==> src/verilog/rtd_pkg.sv <==
// Package with register map, field layout and timing for the ring trip detector
package rtd_pkg;
  // Direct register offsets
  localparam logic [7:0] OFS_IRQ_PENDING_TWO = 8'h13;
  localparam logic [7:0] OFS_IRQ_ENABLE_TWO = 8'h16;
  localparam logic [7:0] OFS_LINEFEED = 8'h40;
  localparam logic [7:0] OFS_LOOP_STATUS = 8'h44;
  localparam logic [7:0] OFS_TRIP_DEBOUNCE = 8'h46;
  localparam logic [7:0] OFS_HIGH_BATTERY = 8'h4a;
  localparam logic [7:0] OFS_BOOST_CTRL = 8'h6c;
  // Indirect register offsets
  localparam logic [7:0] OFS_IND_THRESHOLD = 8'h1d;
  localparam logic [7:0] OFS_IND_FILTER = 8'h24;
  localparam logic [7:0] OFS_IND_HEADROOM = 8'h28;
  // Field positions
  localparam int TRIP_IRQ_BIT = 0;
  localparam int TRIP_STATUS_BIT = 0;
  localparam int BOOST_EN_BIT = 7;
  localparam int THR_LSB = 8;
  localparam int THR_W = 6;
  localparam int COEFF_W = 13;
  localparam int DEB_W = 7;
  localparam int LINEFEED_W = 3;
  localparam int VBAT_W = 6;
  localparam int HEAD_W = 4;
  localparam int SENSE_W = 8;
  localparam int ACC_W = 24;
  // Linefeed code for the ringing state
  localparam logic [2:0] LF_RINGING = 3'h4;
  // Reset values
  localparam logic [7:0] RST_BYTE = 8'h00;
  localparam logic [15:0] RST_WORD = 16'h0000;
  // Boost window length
  localparam int CLK_MHZ = 125;
  localparam int BOOST_US = 1000;
  localparam int BOOST_CYCLES = BOOST_US * CLK_MHZ;

  typedef struct packed {
    logic wrEn;
    logic rdEn;
    logic indirect;
    logic [7:0] addr;
    logic [15:0] wrData;
  } rtd_reg_req_s;

  function automatic logic isRinging(input logic [2:0] code);
    return code == LF_RINGING;
  endfunction
endpackage

==> src/verilog/rtd_ring_trip.sv <==
// Ring trip detector with ringing common mode and current limit boost
// Overview of operation
// - Loop current samples are processed only while the linefeed field reads ringing.
// - Samples pass a low-pass filter with a programmable 13-bit coefficient first.
// - The filter output is compared against a 6-bit threshold feeding the debouncer.
// - The debouncer flips only after its input holds the opposite level for the interval.
// - A satisfied debounce sets the read-only trip status bit.
// - A trip sets the pending bit and drives the interrupt only when enabled.
// - During ringing the common mode is held at battery minus headroom.
// - The headroom is a 4-bit indirect field in 1.5 V steps.
// - With boost enabled the current limit is raised briefly on leaving ringing.
// - Writing the linefeed field with 100b enters ringing.
`timescale 1ns/100ps
module rtd_ring_trip
  import rtd_pkg::*;
#(
  parameter int BOOST_LEN = BOOST_CYCLES
)
(
  // Clock and reset
  input wire logic core_clk,
  input wire logic rst_n,
  // Register port
  input wire rtd_reg_req_s regReq,
  output logic [15:0] regRdData,
  output logic regRdValid,
  // Loop current sense
  input wire logic [SENSE_W-1:0] loopCurrentSense,
  input wire logic loopCurrentValid,
  // Line control outputs
  output logic [LINEFEED_W-1:0] linefeedControl,
  output logic [VBAT_W-1:0] ringingCommonMode,
  output logic currentLimitBoost,
  output logic tripIrq
);
  logic rstSync1;
  logic rstN;
  logic [7:0] irqEnable;
  logic irqPending;
  logic [DEB_W-1:0] debInterval;
  logic [VBAT_W-1:0] highBattery;
  logic [7:0] boostCtrl;
  logic [15:0] indThreshold;
  logic [15:0] indFilter;
  logic [15:0] indHeadroom;
  logic [ACC_W-1:0] filtAcc;
  logic aboveThr;
  logic tripStatus;
  logic tripPrev;
  logic tripEvent;
  logic ringing;
  logic ringPrev;
  logic [31:0] boostCount;
  logic sampleEn;
  logic wrDirect;
  logic wrIndirect;
  logic signed [ACC_W+1:0] diff;
  logic signed [ACC_W+COEFF_W+2:0] prod;
  logic [ACC_W-1:0] next_filtAcc;
  logic [VBAT_W-1:0] next_common;

  // Reset release through two flops
  always_ff @(posedge core_clk or negedge rst_n)
  begin
    if (!rst_n)
    begin
      rstSync1 <= 1'b0;
      rstN <= 1'b0;
    end
    else
    begin
      rstSync1 <= 1'b1;
      rstN <= rstSync1;
    end
  end

  assign wrDirect = regReq.wrEn && !regReq.indirect;
  assign wrIndirect = regReq.wrEn && regReq.indirect;
  assign ringing = isRinging(linefeedControl);

  always_ff @(posedge core_clk or negedge rstN)
  begin
    if (!rstN)
      linefeedControl <= '0;
    else if (wrDirect && regReq.addr == OFS_LINEFEED)
      linefeedControl <= regReq.wrData[LINEFEED_W-1:0];
  end

  // Direct configuration registers
  always_ff @(posedge core_clk or negedge rstN)
  begin
    if (!rstN)
    begin
      irqEnable <= RST_BYTE;
      debInterval <= '0;
      highBattery <= '0;
      boostCtrl <= RST_BYTE;
    end
    else if (wrDirect)
    begin
      case (regReq.addr)
        OFS_IRQ_ENABLE_TWO: irqEnable <= regReq.wrData[7:0];
        OFS_TRIP_DEBOUNCE: debInterval <= regReq.wrData[DEB_W-1:0];
        OFS_HIGH_BATTERY: highBattery <= regReq.wrData[VBAT_W-1:0];
        OFS_BOOST_CTRL: boostCtrl <= regReq.wrData[7:0];
        default: ;
      endcase
    end
  end

  always_ff @(posedge core_clk or negedge rstN)
  begin
    if (!rstN)
    begin
      indThreshold <= RST_WORD;
      indFilter <= RST_WORD;
      indHeadroom <= RST_WORD;
    end
    else if (wrIndirect)
    begin
      case (regReq.addr)
        OFS_IND_THRESHOLD: indThreshold <= regReq.wrData;
        OFS_IND_FILTER: indFilter <= regReq.wrData;
        OFS_IND_HEADROOM: indHeadroom <= regReq.wrData;
        default: ;
      endcase
    end
  end

  // One step per sample, only while ringing
  assign sampleEn = loopCurrentValid && ringing;

  always_comb
  begin
    diff = $signed({2'b00, loopCurrentSense, 16'h0000}) - $signed({2'b00, filtAcc});
    prod = diff * $signed({1'b0, indFilter[COEFF_W-1:0]});
    next_filtAcc = filtAcc + prod[ACC_W+COEFF_W-1:COEFF_W];
  end

  always_ff @(posedge core_clk or negedge rstN)
  begin
    if (!rstN)
      filtAcc <= '0;
    else if (!ringing)
      filtAcc <= '0;
    else if (sampleEn)
      filtAcc <= next_filtAcc;
  end

  assign aboveThr = filtAcc[ACC_W-1:ACC_W-SENSE_W] >=
    {2'b00, indThreshold[THR_LSB+THR_W-1:THR_LSB]};

  rtd_debounce u_debounce (
    .clk(core_clk),
    .rstN(rstN),
    .clear(!ringing),
    .sampleEn(sampleEn),
    .interval(debInterval),
    .din(aboveThr),
    .dout(tripStatus)
  );

  always_ff @(posedge core_clk or negedge rstN)
  begin
    if (!rstN)
      tripPrev <= 1'b0;
    else
      tripPrev <= tripStatus;
  end
  assign tripEvent = tripStatus && !tripPrev;

  // Pending held until write-one clear, set wins
  always_ff @(posedge core_clk or negedge rstN)
  begin
    if (!rstN)
      irqPending <= 1'b0;
    else if (tripEvent)
      irqPending <= 1'b1;
    else if (wrDirect && regReq.addr == OFS_IRQ_PENDING_TWO && regReq.wrData[TRIP_IRQ_BIT])
      irqPending <= 1'b0;
  end

  assign tripIrq = irqPending && irqEnable[TRIP_IRQ_BIT];

  // Common mode in 1.5 V steps, battery minus headroom
  always_comb
  begin
    if (highBattery > {2'b00, indHeadroom[HEAD_W-1:0]})
      next_common = highBattery - {2'b00, indHeadroom[HEAD_W-1:0]};
    else
      next_common = '0;
  end

  always_ff @(posedge core_clk or negedge rstN)
  begin
    if (!rstN)
      ringingCommonMode <= '0;
    else if (ringing)
      ringingCommonMode <= next_common;
  end

  always_ff @(posedge core_clk or negedge rstN)
  begin
    if (!rstN)
    begin
      ringPrev <= 1'b0;
      boostCount <= '0;
      currentLimitBoost <= 1'b0;
    end
    else
    begin
      ringPrev <= ringing;
      if (ringPrev && !ringing && boostCtrl[BOOST_EN_BIT])
      begin
        boostCount <= 32'(BOOST_LEN - 1);
        currentLimitBoost <= 1'b1;
      end
      else if (boostCount != '0)
        boostCount <= boostCount - 32'h1;
      else
        currentLimitBoost <= 1'b0;
    end
  end

  // Register readback, one cycle after the read strobe
  always_ff @(posedge core_clk or negedge rstN)
  begin
    if (!rstN)
    begin
      regRdData <= RST_WORD;
      regRdValid <= 1'b0;
    end
    else
    begin
      regRdValid <= regReq.rdEn;
      regRdData <= RST_WORD;
      if (regReq.rdEn && regReq.indirect)
      begin
        case (regReq.addr)
          OFS_IND_THRESHOLD: regRdData <= 16'(indThreshold[THR_LSB+THR_W-1:THR_LSB]) << THR_LSB;
          OFS_IND_FILTER: regRdData <= 16'(indFilter[COEFF_W-1:0]);
          OFS_IND_HEADROOM: regRdData <= 16'(indHeadroom[HEAD_W-1:0]);
          default: regRdData <= RST_WORD;
        endcase
      end
      else if (regReq.rdEn)
      begin
        case (regReq.addr)
          OFS_IRQ_PENDING_TWO: regRdData <= 16'(irqPending) << TRIP_IRQ_BIT;
          OFS_IRQ_ENABLE_TWO: regRdData <= 16'(irqEnable[TRIP_IRQ_BIT]) << TRIP_IRQ_BIT;
          OFS_LINEFEED: regRdData <= {13'h0000, linefeedControl};
          OFS_LOOP_STATUS: regRdData <= 16'(tripStatus) << TRIP_STATUS_BIT;
          OFS_TRIP_DEBOUNCE: regRdData <= {9'h000, debInterval};
          OFS_HIGH_BATTERY: regRdData <= {10'h000, highBattery};
          OFS_BOOST_CTRL: regRdData <= 16'(boostCtrl[BOOST_EN_BIT]) << BOOST_EN_BIT;
          default: regRdData <= RST_WORD;
        endcase
      end
    end
  end

  a_trip_sets_pend: assert property (@(posedge core_clk) disable iff (!rstN)
    tripEvent |=> irqPending)
    else $error("Trip did not set pending bit");
  a_irq_needs_en: assert property (@(posedge core_clk) disable iff (!rstN)
    tripIrq |-> irqEnable[TRIP_IRQ_BIT] && irqPending)
    else $error("Interrupt raised without enable");
  a_pend_sticky: assert property (@(posedge core_clk) disable iff (!rstN)
    (irqPending && !(wrDirect && regReq.addr == OFS_IRQ_PENDING_TWO)) |=> irqPending)
    else $error("Pending bit dropped without a clear");
  a_pend_clear: assert property (@(posedge core_clk) disable iff (!rstN)
    (wrDirect && regReq.addr == OFS_IRQ_PENDING_TWO && regReq.wrData[0] && !tripEvent)
    |=> !irqPending)
    else $error("Pending bit not cleared by write");
  a_idle_no_filter: assert property (@(posedge core_clk) disable iff (!rstN)
    !ringing |=> filtAcc == '0)
    else $error("Filter active outside ringing");
  a_status_ringing: assert property (@(posedge core_clk) disable iff (!rstN)
    tripStatus |-> $past(ringing))
    else $error("Trip status outside ringing");
  a_filter_step: assert property (@(posedge core_clk) disable iff (!rstN)
    (ringing && !loopCurrentValid) |=> $stable(filtAcc))
    else $error("Filter moved without a sample");
  a_common_mode: assert property (@(posedge core_clk) disable iff (!rstN)
    ringing |=> ringingCommonMode == $past(next_common))
    else $error("Ringing common mode wrong");
  a_boost_start: assert property (@(posedge core_clk) disable iff (!rstN)
    (ringPrev && !ringing && boostCtrl[BOOST_EN_BIT]) |=> currentLimitBoost [*2])
    else $error("Boost did not start on ringing exit");
  a_linefeed_wr: assert property (@(posedge core_clk) disable iff (!rstN)
    (wrDirect && regReq.addr == OFS_LINEFEED && regReq.wrData[2:0] == LF_RINGING)
    |=> ringing)
    else $error("Ringing not entered on linefeed write");
endmodule

==> src/verilog/rtd_debounce.sv <==
// Debounce stage that flips only after a steady opposite input
`timescale 1ns/100ps
module rtd_debounce
  import rtd_pkg::*;
(
  // Clock and reset
  input wire logic clk,
  input wire logic rstN,
  // Control
  input wire logic clear,
  input wire logic sampleEn,
  input wire logic [DEB_W-1:0] interval,
  // Data
  input wire logic din,
  output logic dout
);
  logic [DEB_W-1:0] count;

  always_ff @(posedge clk or negedge rstN)
  begin
    if (!rstN)
    begin
      count <= '0;
      dout <= 1'b0;
    end
    else if (clear)
    begin
      count <= '0;
      dout <= 1'b0;
    end
    else if (sampleEn)
    begin
      if (din == dout)
        count <= '0;
      else if (count >= interval)
      begin
        dout <= din;
        count <= '0;
      end
      else
        count <= count + 7'h01;
    end
  end

  a_deb_flip_time: assert property (@(posedge clk) disable iff (!rstN)
    (!$past(clear) && $changed(dout)) |-> $past(sampleEn) && $past(count) >= $past(interval))
    else $error("Debounce output changed before interval elapsed");
endmodule

==> config.mk <==
export PLATFORM = sky130hd
export DESIGN_NAME = rtd_ring_trip
export DESIGN_NICKNAME = d
export VERILOG_FILES = /design/src/verilog/rtd_pkg.sv /design/src/verilog/rtd_ring_trip.sv /design/src/verilog/rtd_debounce.sv
export SDC_FILE = /design/constraint.sdc
export NUM_CORES = 1
export LEC_CHECK = 0
export BUFFER_PORTS_ARGS = -buffer_cell sky130_fd_sc_hd__buf_2
export CORE_MARGIN = 10
export CORE_UTILIZATION = 50
export CTS_CLUSTER_SIZE = 24
export DETAILED_ROUTE_END_ITERATION = 10
export HOLD_SLACK_MARGIN = 0.03
export PLACE_DENSITY_LB_ADDON = 0.25
export SLEW_MARGIN = 10
export SYNTH_ARGS = -nofsm -noshare
export SYNTH_HDL_FRONTEND = slang
export SYNTH_SLANG_ARGS = --single-unit
export TNS_END_PERCENT = 20
==> constraint.sdc <==
create_clock -name core_clk -period 3.6 [get_ports core_clk]
set_input_delay 0.36 -clock core_clk [delete_from_list [all_inputs] [get_ports core_clk]]
set_output_delay 0.36 -clock core_clk [all_outputs]
set_load 0.01 [all_outputs]
==> results by group, run 1 <==
Yosys
  • Mux share of post-synthesis cell area: 2.76%
  • Simple-gate share of the synthesized area: 17.9%
  • Synth async-reset ratio: 100%
  • XOR/XNOR Fraction of Synth Area: 4.71%
  • Primary FF master, synth: dfrtp_1
  • Top-area cell type share of the netlist area: 31.1%
  • Most numerous cell in the Yosys netlist: inv_1
  • Synth top area cells: fa_1 31%, dfrtp_1 18%, ha_1 9.1%
  • Count of flip-flops with a built-in enable after synthesis: 0
  • Post-synth top area cell: fa_1
  • Syn Inst Count: 2,043
  • Unique masters post-synth: 83
  • Synth Register Bits: 132
  • Synth Area per Inst: 9.20 sq um
  • Post-synthesis compound-gate area fraction: 7.62%
  • Register area share after synthesis: 17.6%
  • Cell Area, Synth: 18,800 sq um
  • Yosys warning total: 0
  • Largest family of logic cells by synthesized area: adder cells
  • Post-Synth Adder-Cell Area: 40.2%
  • Post-synth top cells: 371 x inv_1, 292 x fa_1, 255 x nand2_1

Drt
  • First DRT Iteration DRCs: 792
  • DR vias: 15,000
  • First-pass detailed-route iteration total: 5
  • DRC: 0
  • Avg WL per Cell: 16.7 um
  • Post-Route WL: 47,900 um
  • Via density: 5.24
  • Post-route ant nets: 0

Setup path
  • Slowest-stage cell, CP: fa_1
  • CP arrival: 9.07 ns
  • Worst path most repeated cell: fa_1
  • R2R depth: 38
  • Startpoint types: flop
  • Worst-path fanout max: 4
  • Worst EP required: 3.88 ns
  • CP endpoint kind: flop
  • Largest stage delay on the critical path: 0.54 ns
  • Critical path type: flop to flop

STA
  • Final worst setup slack: -5.19 ns
  • Slew margin rel.: 42.7%
  • Peak Freq: 0.114 GHz
  • RSZ-0062 raised after global routing: yes
  • Final hold slack: 0.143 ns
  • Final-report setup violation count: 24
  • Tmin final: 8.79 ns
  • Final Hold Viols: 0
  • Slew Limit Fails: 0
  • Setup_tns: -107.63 ns
  • Worst Tran Pin Value: 0.859 ns
  • Tcrit/Tclk final: 244%
  • Worst clock skew: 0.00961 ns

Outcome
  • Status: finished, violations left
  • Failing checks: setup timing

GRT
  • Total GRT Usage: 22.2%
  • Initial antenna violation count: 1
  • Largest net degree at the start of global routing: 73
  • First-pass GRT wire length: 81,900 um
  • Vias in the first global route: 16,400
  • Congestion Overflow GR: 0

Clocking
  • CTS Buf Count: 17
  • Worst-Skew Late Latency: 0.41 ns
  • Clock H-tree levels: 4
  • Root Buffer: clkbuf_16
  • CTS tree: done
  • Clock transition at path regs: 0.06 ns
  • Clock Sinks: 132
  • Clk buf depth: 2

Floorplanning
  • Die Span Y: 214 um
  • Io pins: 66
  • Starting Density: 51.0%
  • Die Wd: 214 um
  • DIE AREA: 45,700 sq um
  • CORE AREA: 36,900 sq um
  • Standard-cell rows: 70

Pwr
  • NetSw: 1.33 mW
  • PnR Total Power: 4.54 mW
  • Leakage: 12.1 nW
  • Int Pwr: 3.21 mW
  • Sequential share of power: 35.3%
  • Comb pwr share: 23.0%
  • Clk pwr share: 41.6%
  • Sw Ratio: 29.4%
  • Ratio of total power to cell area: 196 nW/um^2
  • Maximum VDD drop: 317 uV

Layout
  • Storage cell area: 3310 sq um
  • Layout Utilization: 62.9%
  • Area occupied by multi-input gates: 14,300 sq um
  • Layout area overhead: 23.4%
  • Post-route cell area: 23,200 sq um
  • Non-Filler Instances: 2,863
  • Layout Nets: 2,811
  • Layout cells sized above 1: 23.4%
  • Fill cell count: 3,029

Placement
  • Dpl ws: -5.37 ns
  • Post-DP HPWL: 38,900 um
  • Gpl congestion: 0.927
  • IO buf count: 61
  • Area post-placement: 22,100 sq um
  • Cell count after placement: 2,818

Job
  • Total of max-cap violations: 0

Min path
  • Hold Crit Class: input pin to flop
  • Hold depth: 1
[flip-flops by register name, indices dropped and copies added, names as in the netlist, 3 cells and up]
signal	count
debInterval	7
linefeedControl	3
u_debounce.count	7
highBattery	6
indHeadroom	4
filtAcc	24
indFilter	13
regRdData	14
ringingCommonMode	6
indThreshold	6
boostCount	32
[cell usage in the layout (no fill, tap or decap), types with 26 or more instances in the layout]
cell type  synthesis  layout
dfrtp_1          132     130
fa_1             292     290
inv_1            371     359
ha_1             137     123
a21oi_1           54      39
xnor2_1           70      62
nand2_1          255     251
buf_2              1      61
nor3_1            34      28
o21ai_0           51      41
mux2_2            31      31
nor2_1            81      78
buf_4              3     274
a21o_1            31      31
and2_1           156     150
xor2_1            31      26
[path summary, 6_finish.rpt]
check | endpoint | start | slack, ns
worst max-delay path | filtAcc[23] | filtAcc[16] | -5.19
max in group asynchronous | filtAcc[0] | rstN | 2.29
worst min-delay path | regRdValid | regReq[25] | 0.14
worst min register to register | rstN | rstSync1 | 0.35
worst max register to register | filtAcc[23] | filtAcc[16] | -5.19
min in group asynchronous | rstSync1 | rst_n | 0.26
[power groups by stage]
stage	registers, mW	clock network, mW	logic [mW]
after floorplan	1.63	0	0.582
after global placement	1.63	0	0.984
after detailed placement	1.63	0	1.01
after CTS	1.61	1.91	1.03
after global routing	1.62	1.98	1.16
final	1.61	1.89	1.05
[timing repair]
| action | CTS | global route |
|---|---|---|
| setup endpoints to repair | 24 | 24 |
| buffers inserted | 4 | 6 |
| hold buffers | 1 | 0 |
| endpoints found under the hold margin | 2 | 0 |
| gates cloned | 0 | 0 |
| resized for setup | 39 | 45 |
| pin swaps | 56 | 38 |
[cell families after synthesis]
group / Yosys count
AND/OR/NAND/NOR: 658
buffers and inverters: 454
adder cells (fa/ha/maj): 429
AO/OA/AOI/OAI: 219
flip-flops: 132
XOR/XNOR: 101
multiplexers: 48
other: 2
[final cells by class]
type	count	share of cell area, %
multi-input combinational	1458	61.8
inverter	372	6.02
antenna	2	0.0216
timing repair buffer	363	12.4
clock buffer	18	1.89
clock inverter	14	0.869
sequential	132	14.3
tap	504	2.72
[layer usage]
metal  vias up  wire length [um]  global-route usage [%]
li1       6992                 -                       -
met1      7560             20300                    28.5
met2       361             24300                    38.6
met3        85              2050                    2.66
met4         0              1260                    6.67
met5         -                 0                       0
[critical path: cells and delay by family, from the launching register on]
kind	cells	cell delay (ns)
xor gates and xnor gates	3	0.45
DFF	1	0.34
buffers and inverters	5	0.30
and+or+nand+nor	11	1.76
adders and majority gates	9	3.82
AOI/OAI and AO/OA	10	1.98
Power figures use the tool's default switching activity.
==> run 2, diff against run 1 <==
- SLEW_MARGIN: 10 -> 20
- clock period: 3.6 -> 10.45 ns (I/O delays scaled with it)
==> results by group, run 2 (synthesized netlist as in run 1, its figures left out) <==
Outcome
  • Status: complete, no violations

Layout
  • Max reg flops: 32 (unchanged)
  • N_diodes: 0 (-2)
  • Largest Register: boostCount
  • Layout area overhead: 8.66%
  • Layout cells sized above 1: 9.59% (-14 points)
  • Area occupied by multi-input gates: 13,900 sq um (-3.4%)
  • Layout Nets: 2,549 (-9.3%)
  • Storage cell area: 3310 sq um (unchanged)
  • Layout Utilization: 55.4% (-7.5 points)
  • Largest regs: boostCount: 32 flops, filtAcc: 24 flops, regRdData: 14 flops
  • Highest-count cells in the layout ignoring fill and taps: 371 x inv_1, 292 x fa_1, 255 x nand2_1, 156 x and2_1, 137 x ha_1
  • Fill cell count: 3,354 (+11%)
  • Most common cell after layout, fill and taps aside: inv_1

Clocking
  • CTS resizes: 0 (-100%)
  • CTS tree: done
  • Clock transition at path regs: 0.06 ns (about the same)
  • Clk buf depth: 2 (unchanged)
  • CTS Buf Count: 17 (unchanged)
  • Worst-Skew Late Latency: 0.43 ns (+0.02 ns)
  • Clock H-tree levels: 4 (unchanged)
  • Post-CTS setup buffer count: 0 (-4)
  • Hold Buf Count CTS: 0 (-1)
  • Clock Sinks: 132 (unchanged)
  • Root Buffer: clkbuf_16

Drt
  • Avg WL per Cell: 17.2 um (+2.9%)
  • Via density: 5.38 (+2.7%)
  • DRC: 0 (unchanged)
  • First-pass detailed-route iteration total: 6 (+1)
  • Post-route ant nets: 0 (unchanged)
  • Post-Route WL: 44,700 um (-6.6%)
  • DR vias: 14,000 (-6.8%)
  • First DRT Iteration DRCs: 874 (+10%)

Floorplanning
  • Starting Density: 51.0% (unchanged)
  • Die Wd: 214 um (unchanged)
  • Io pins: 66 (unchanged)
  • DIE AREA: 45,700 sq um (unchanged)
  • Die Span Y: 214 um (unchanged)
  • CORE AREA: 36,900 sq um (unchanged)
  • Standard-cell rows: 70 (unchanged)

Setup path
  • Worst-path fanout max: 5 (+1)
  • Critical path type: input pin to flop
  • Worst EP required: 10.73 ns (+6.85 ns)
  • Crit path launch: loopCurrentSense[0]
  • CP endpoint kind: flop
  • Largest stage delay on the critical path: 0.54 ns (about the same)
  • Startpoint types: input pin
  • CP arrival: 10.20 ns (+1.13 ns)
  • Worst R2R Start: filtAcc[3]
  • Slowest-stage cell, CP: fa_1
  • Worst path most repeated cell: fa_1

Job
  • Total of max-cap violations: 0 (unchanged)

Placement
  • Gpl congestion: 0.910 (-1.8%)
  • Post-DP HPWL: 35,200 um (-9.5%)
  • IO buf count: 61 (unchanged)

STA
  • RSZ-0062 raised after global routing: no
  • Worst clock skew: 0.00757 ns (-0.00204 ns)
  • Final hold slack: 0.362 ns (+0.219 ns)
  • Tmin final: 9.91 ns
  • Tcrit/Tclk final: 94.9%
  • Peak Freq: 0.101 GHz
  • Final-report setup violation count: 0 (-100%)
  • Worst Tran Pin Value: 1.04 ns (+0.185 ns)
  • Slew margin rel.: 30.2% (-12 points)
  • Setup_tns: 0 ns (+107.63 ns)
  • Final Hold Viols: 0 (unchanged)
  • Slew Limit Fails: 0 (unchanged)

GRT
  • Initial antenna violation count: 0 (-1)
  • First-pass GRT wire length: 76,100 um (-7.1%)
  • Vias in the first global route: 14,900 (-9.5%)
  • Congestion Overflow GR: 0 (unchanged)
  • Largest net degree at the start of global routing: 78 (+6.8%)
  • Total GRT Usage: 20.9% (-1.3 points)

Min path
  • Hold wc startpoint: rstSync1
  • Hold Crit Class: flop to flop

Pwr
  • Ratio of total power to cell area: 72.0 nW/um^2 (-63%)
  • Leakage: 10.6 nW (-12%)
  • Maximum VDD drop: 132 uV (-58%)
run 2: worst max-delay path: cells and delay by family:
family / cells / cell delay [ns]
adders and majority gates: 9 / 4.03
AOI/OAI and AO/OA: 12 / 2.45
and+or+nand+nor: 8 / 1.71
buffers and inverters: 6 / 0.49
xor gates and xnor gates: 3 / 0.46
run 2: report_power, final:
| group | switching (mW) | internal, mW | total [mW] |
|---|---|---|---|
| sequential | 0.0272 | 0.530 | 0.557 |
| combinational | 0.173 | 0.111 | 0.283 |
| clock | 0.248 | 0.382 | 0.630 |
run 2: worst paths after layout:
path	endpoint	cells past startpoint	slack, ns
max	filtAcc[23]	38	0.54
min	rstN	0	0.36
max reg2reg	filtAcc[23]	38	0.59
min reg2reg	rstN	0	0.36
max in group asynchronous	boostCount[19]	1	8.59
min in group asynchronous	rstN	1	0.39
run 2: layout make-up:
cell class                      count  share of cell area [%]
Inverter                          372                    6.84
Sequential cell                   132                    16.2
Clock inverter                     15                   0.956
Tap cell                          504                    3.09
Clock buffer                       17                    2.08
Multi-Input combinational cell   1458                    67.9
Timing Repair Buffer              101                    2.97
run 2: routing by layer:
layer  part of all wire (%)  track usage, %  vias to the layer above
met1                     45            27.9                     7152
met5                      0               0                        -
met2                     50            35.6                      303
met4                    1.9            5.35                        0
met3                    3.5            2.47                       60
li1                       -               -                     6461
run 2: stage by stage:
stage / area, sq um / setup slack, ns / power (mW) / std cells
after CTS: 20400 / 0.404 / 1.48 / 2599
after global routing: 20400 / 0.0189 / 1.54 / 2599
final: 20400 / 0.538 / 1.47 / 2599
after floorplan: 18800 / 0.858 / 0.756 / 2044
after global placement: 19800 / 0.190 / 0.838 / 2567
after detailed placement: 19800 / 0.0697 / 0.848 / 2567
==> run 3, diff against run 2 <==
- CORE_ASPECT_RATIO: not set -> 1.4
==> results by group, run 3 (synthesized netlist as in run 1, its figures left out) <==
Floorplanning
  • Die Span Y: 249 um (+17%)
  • Io pins: 66 (unchanged)
  • Starting Density: 50.4% (-0.60 points)
  • Die Wd: 184 um (-14%)
  • DIE AREA: 45,800 sq um (+0.24%)
  • CORE AREA: 37,300 sq um (+1.2%)
  • Standard-cell rows: 84 (+20%)

Pwr
  • Maximum VDD drop: 90.3 uV (-31%)
  • Sw Ratio: 32.7% (+2.2 points)
  • Ratio of total power to cell area: 70.2 nW/um^2 (-2.5%)
  • Int Pwr: 0.961 mW (-6.1%)
  • Leakage: 10.6 nW (about the same)
  • Clk pwr share: 41.0% (-1.8 points)
  • NetSw: 0.466 mW (+4.1%)
  • Comb pwr share: 19.9% (+0.6 points)
  • Sequential share of power: 39.1% (+1.2 points)

STA
  • Worst Tran Pin Value: 1.11 ns (+0.0645 ns)
  • Final worst setup slack: 0.597 ns (+0.0594 ns)
  • Setup_tns: 0 ns (unchanged)
  • Final hold slack: 0.360 ns (-0.00296 ns)
  • Tcrit/Tclk final: 94.3% (-0.57 points)
  • Final Hold Viols: 0 (unchanged)
  • RSZ-0062 raised after global routing: no
  • Final-report setup violation count: 0 (unchanged)
  • Slew margin rel.: 26.1% (-4.1 points)
  • Slew Limit Fails: 0 (unchanged)
  • Tmin final: 9.85 ns (-0.0594 ns)
  • Peak Freq: 0.101 GHz (+0.60%)
  • Worst clock skew: 0.0148 ns (+0.00727 ns)

Layout
  • Layout cells sized above 1: 9.54% (-0.057 points)
  • Highest-count cells in the layout ignoring fill and taps: 371 x inv_1, 292 x fa_1, 255 x nand2_1, 156 x and2_1, 137 x ha_1
  • Layout area overhead: 8.16%
  • Largest regs: boostCount: 32 flops, filtAcc: 24 flops, regRdData: 14 flops
  • Most common cell after layout, fill and taps aside: inv_1
  • Layout Utilization: 54.5% (-0.90 points)
  • Post-route cell area: 20,300 sq um (-0.46%)
  • Layout Nets: 2,551 (+0.078%)
  • Fill cell count: 3,388 (+1.0%)
  • Max reg flops: 32 (unchanged)
  • Largest Register: boostCount

Drt
  • DR vias: 13,900 (-0.29%)
  • Post-Route WL: 45,600 um (+2.0%)
  • First-pass detailed-route iteration total: 6 (unchanged)
  • DRC: 0 (unchanged)
  • Via density: 5.42 (+0.79%)
  • Post-route ant nets: 0 (unchanged)
  • Avg WL per Cell: 17.7 um (+3.1%)
  • First DRT Iteration DRCs: 829 (-5.1%)

Min path
  • Hold Crit Class: flop to flop
  • Worst Hold End: rstN
  • Hold wc startpoint: rstSync1
  • Hold depth: 0 (unchanged)

Setup path
  • Critical path type: flop to flop
  • CP arrival: 10.13 ns (-0.07 ns)
  • Slowest-stage cell, CP: or4_4
  • Worst-path fanout max: 6 (+1)
  • Worst R2R Start: filtAcc[9]
  • Reg2Reg Setup Slack: 0.60 ns (about the same)
  • Startpoint types: flop
  • Worst EP required: 10.73 ns (about the same)
  • Worst path most repeated cell: fa_1
  • CP endpoint kind: flop
  • Reg-to-reg endpoint: filtAcc[23]
  • Largest stage delay on the critical path: 0.60 ns (+0.06 ns)
  • R2R depth: 38 (unchanged)

Clocking
  • Clock transition at path regs: 0.07 ns (about the same)
  • Clk buf depth: 2 (unchanged)
  • Clock Sinks: 132 (unchanged)
  • Root Buffer: clkbuf_16
  • CTS Buf Count: 17 (unchanged)
  • Worst-Skew Late Latency: 0.42 ns (about the same)
  • CTS tree: done
  • Clock H-tree levels: 4 (unchanged)
  • Hold Buf Count CTS: 0 (unchanged)

GRT
  • Vias in the first global route: 15,200 (+1.9%)
  • Initial antenna violation count: 0 (unchanged)
  • Total GRT Usage: 20.8% (-0.18 points)
  • Congestion Overflow GR: 0 (unchanged)
  • Largest net degree at the start of global routing: 75 (-3.8%)
  • First-pass GRT wire length: 76,500 um (+0.52%)

Placement
  • Gpl congestion: 0.894 (-1.7%)
  • Area post-placement: 19,700 sq um (-0.15%)
  • Dpl ws: 0.110 ns (+0.0406 ns)
  • Post-DP HPWL: 36,300 um (+3.2%)
  • IO buf count: 61 (unchanged)

Job
  • Total of max-cap violations: 0 (unchanged)

Outcome
  • Status: complete, no violations
-- run 3: changes by cell type in the layout (fill, tap and decap cells not counted), moves of 2 or more --
cell,before,now
clkinv_8,0,2
inv_8,2,6
buf_4,40,42
bufinv_16,3,0
-- run 3: cell type report --
class                           instances  area, sq um  share of cell area, %
Multi-Input combinational cell       1458        13800                   68.0
Sequential cell                       132         3310                   16.3
Inverter                              372         1400                   6.87
Clock buffer                           17          425                   2.09
Timing Repair Buffer                  103          621                   3.05
Clock inverter                         15          158                  0.776
Tap cell                              473          592                   2.91
Antenna cell                            1         2.50                 0.0123
-- run 3: power groups by stage --
stage          Sequential, mW  Clock [mW]  Combinational, mW
5_1_grt                 0.562       0.617              0.318
6_report                0.558       0.585              0.284
3_3_place_gp            0.566           0              0.278
2_1_floorplan           0.561           0              0.195
4_1_cts                 0.558       0.591              0.287
3_5_place_dp            0.567           0              0.285
-- run 3: how the worst max path moves through the flow --
stage               slack, ns                 from  cells past startpoint     endpoint
floorplan                0.86  loopCurrentSense[0]                     37  filtAcc[23]
global placement         0.26  loopCurrentSense[0]                     38  filtAcc[23]
detailed placement       0.11  loopCurrentSense[0]                     38  filtAcc[23]
CTS                      0.51           filtAcc[4]                     35  filtAcc[23]
global route             0.07          filtAcc[10]                     37  filtAcc[22]
finish                   0.60           filtAcc[9]                     38  filtAcc[23]
-- run 3: critical path, delay by kind of cell (launching register included) --
kind                       cells  cell delay (ns)
and+or+nand+nor                9             2.10
AOI/OAI and AO/OA             14             2.62
buffers and inverters          4             0.20
DFF                            1             0.48
adders and majority gates      8             3.78
xor gates and xnor gates       3             0.51
-- run 3: layer usage --
layer  part of all wire [%]  vias to the layer above  track usage [%]
li1                       -                     6465                -
met1                     39                     7098             24.2
met2                     55                      280             38.6
met3                    3.1                       92             1.85
met4                    3.1                        0             7.06
met5                      0                        -                0
-- run 3: through the flow --
step | cells | total power, mW
2_1_floorplan | 2044 | 0.756
3_3_place_gp | 2538 | 0.844
6_report | 2571 | 1.43
5_1_grt | 2570 | 1.50
4_1_cts | 2570 | 1.44
3_5_place_dp | 2538 | 0.852
-- run 3: what timing repair did --
item,4_1_cts,5_1_grt
setup endpoints to repair,0,2
gates resized for setup,0,2
buffers inserted,0,0
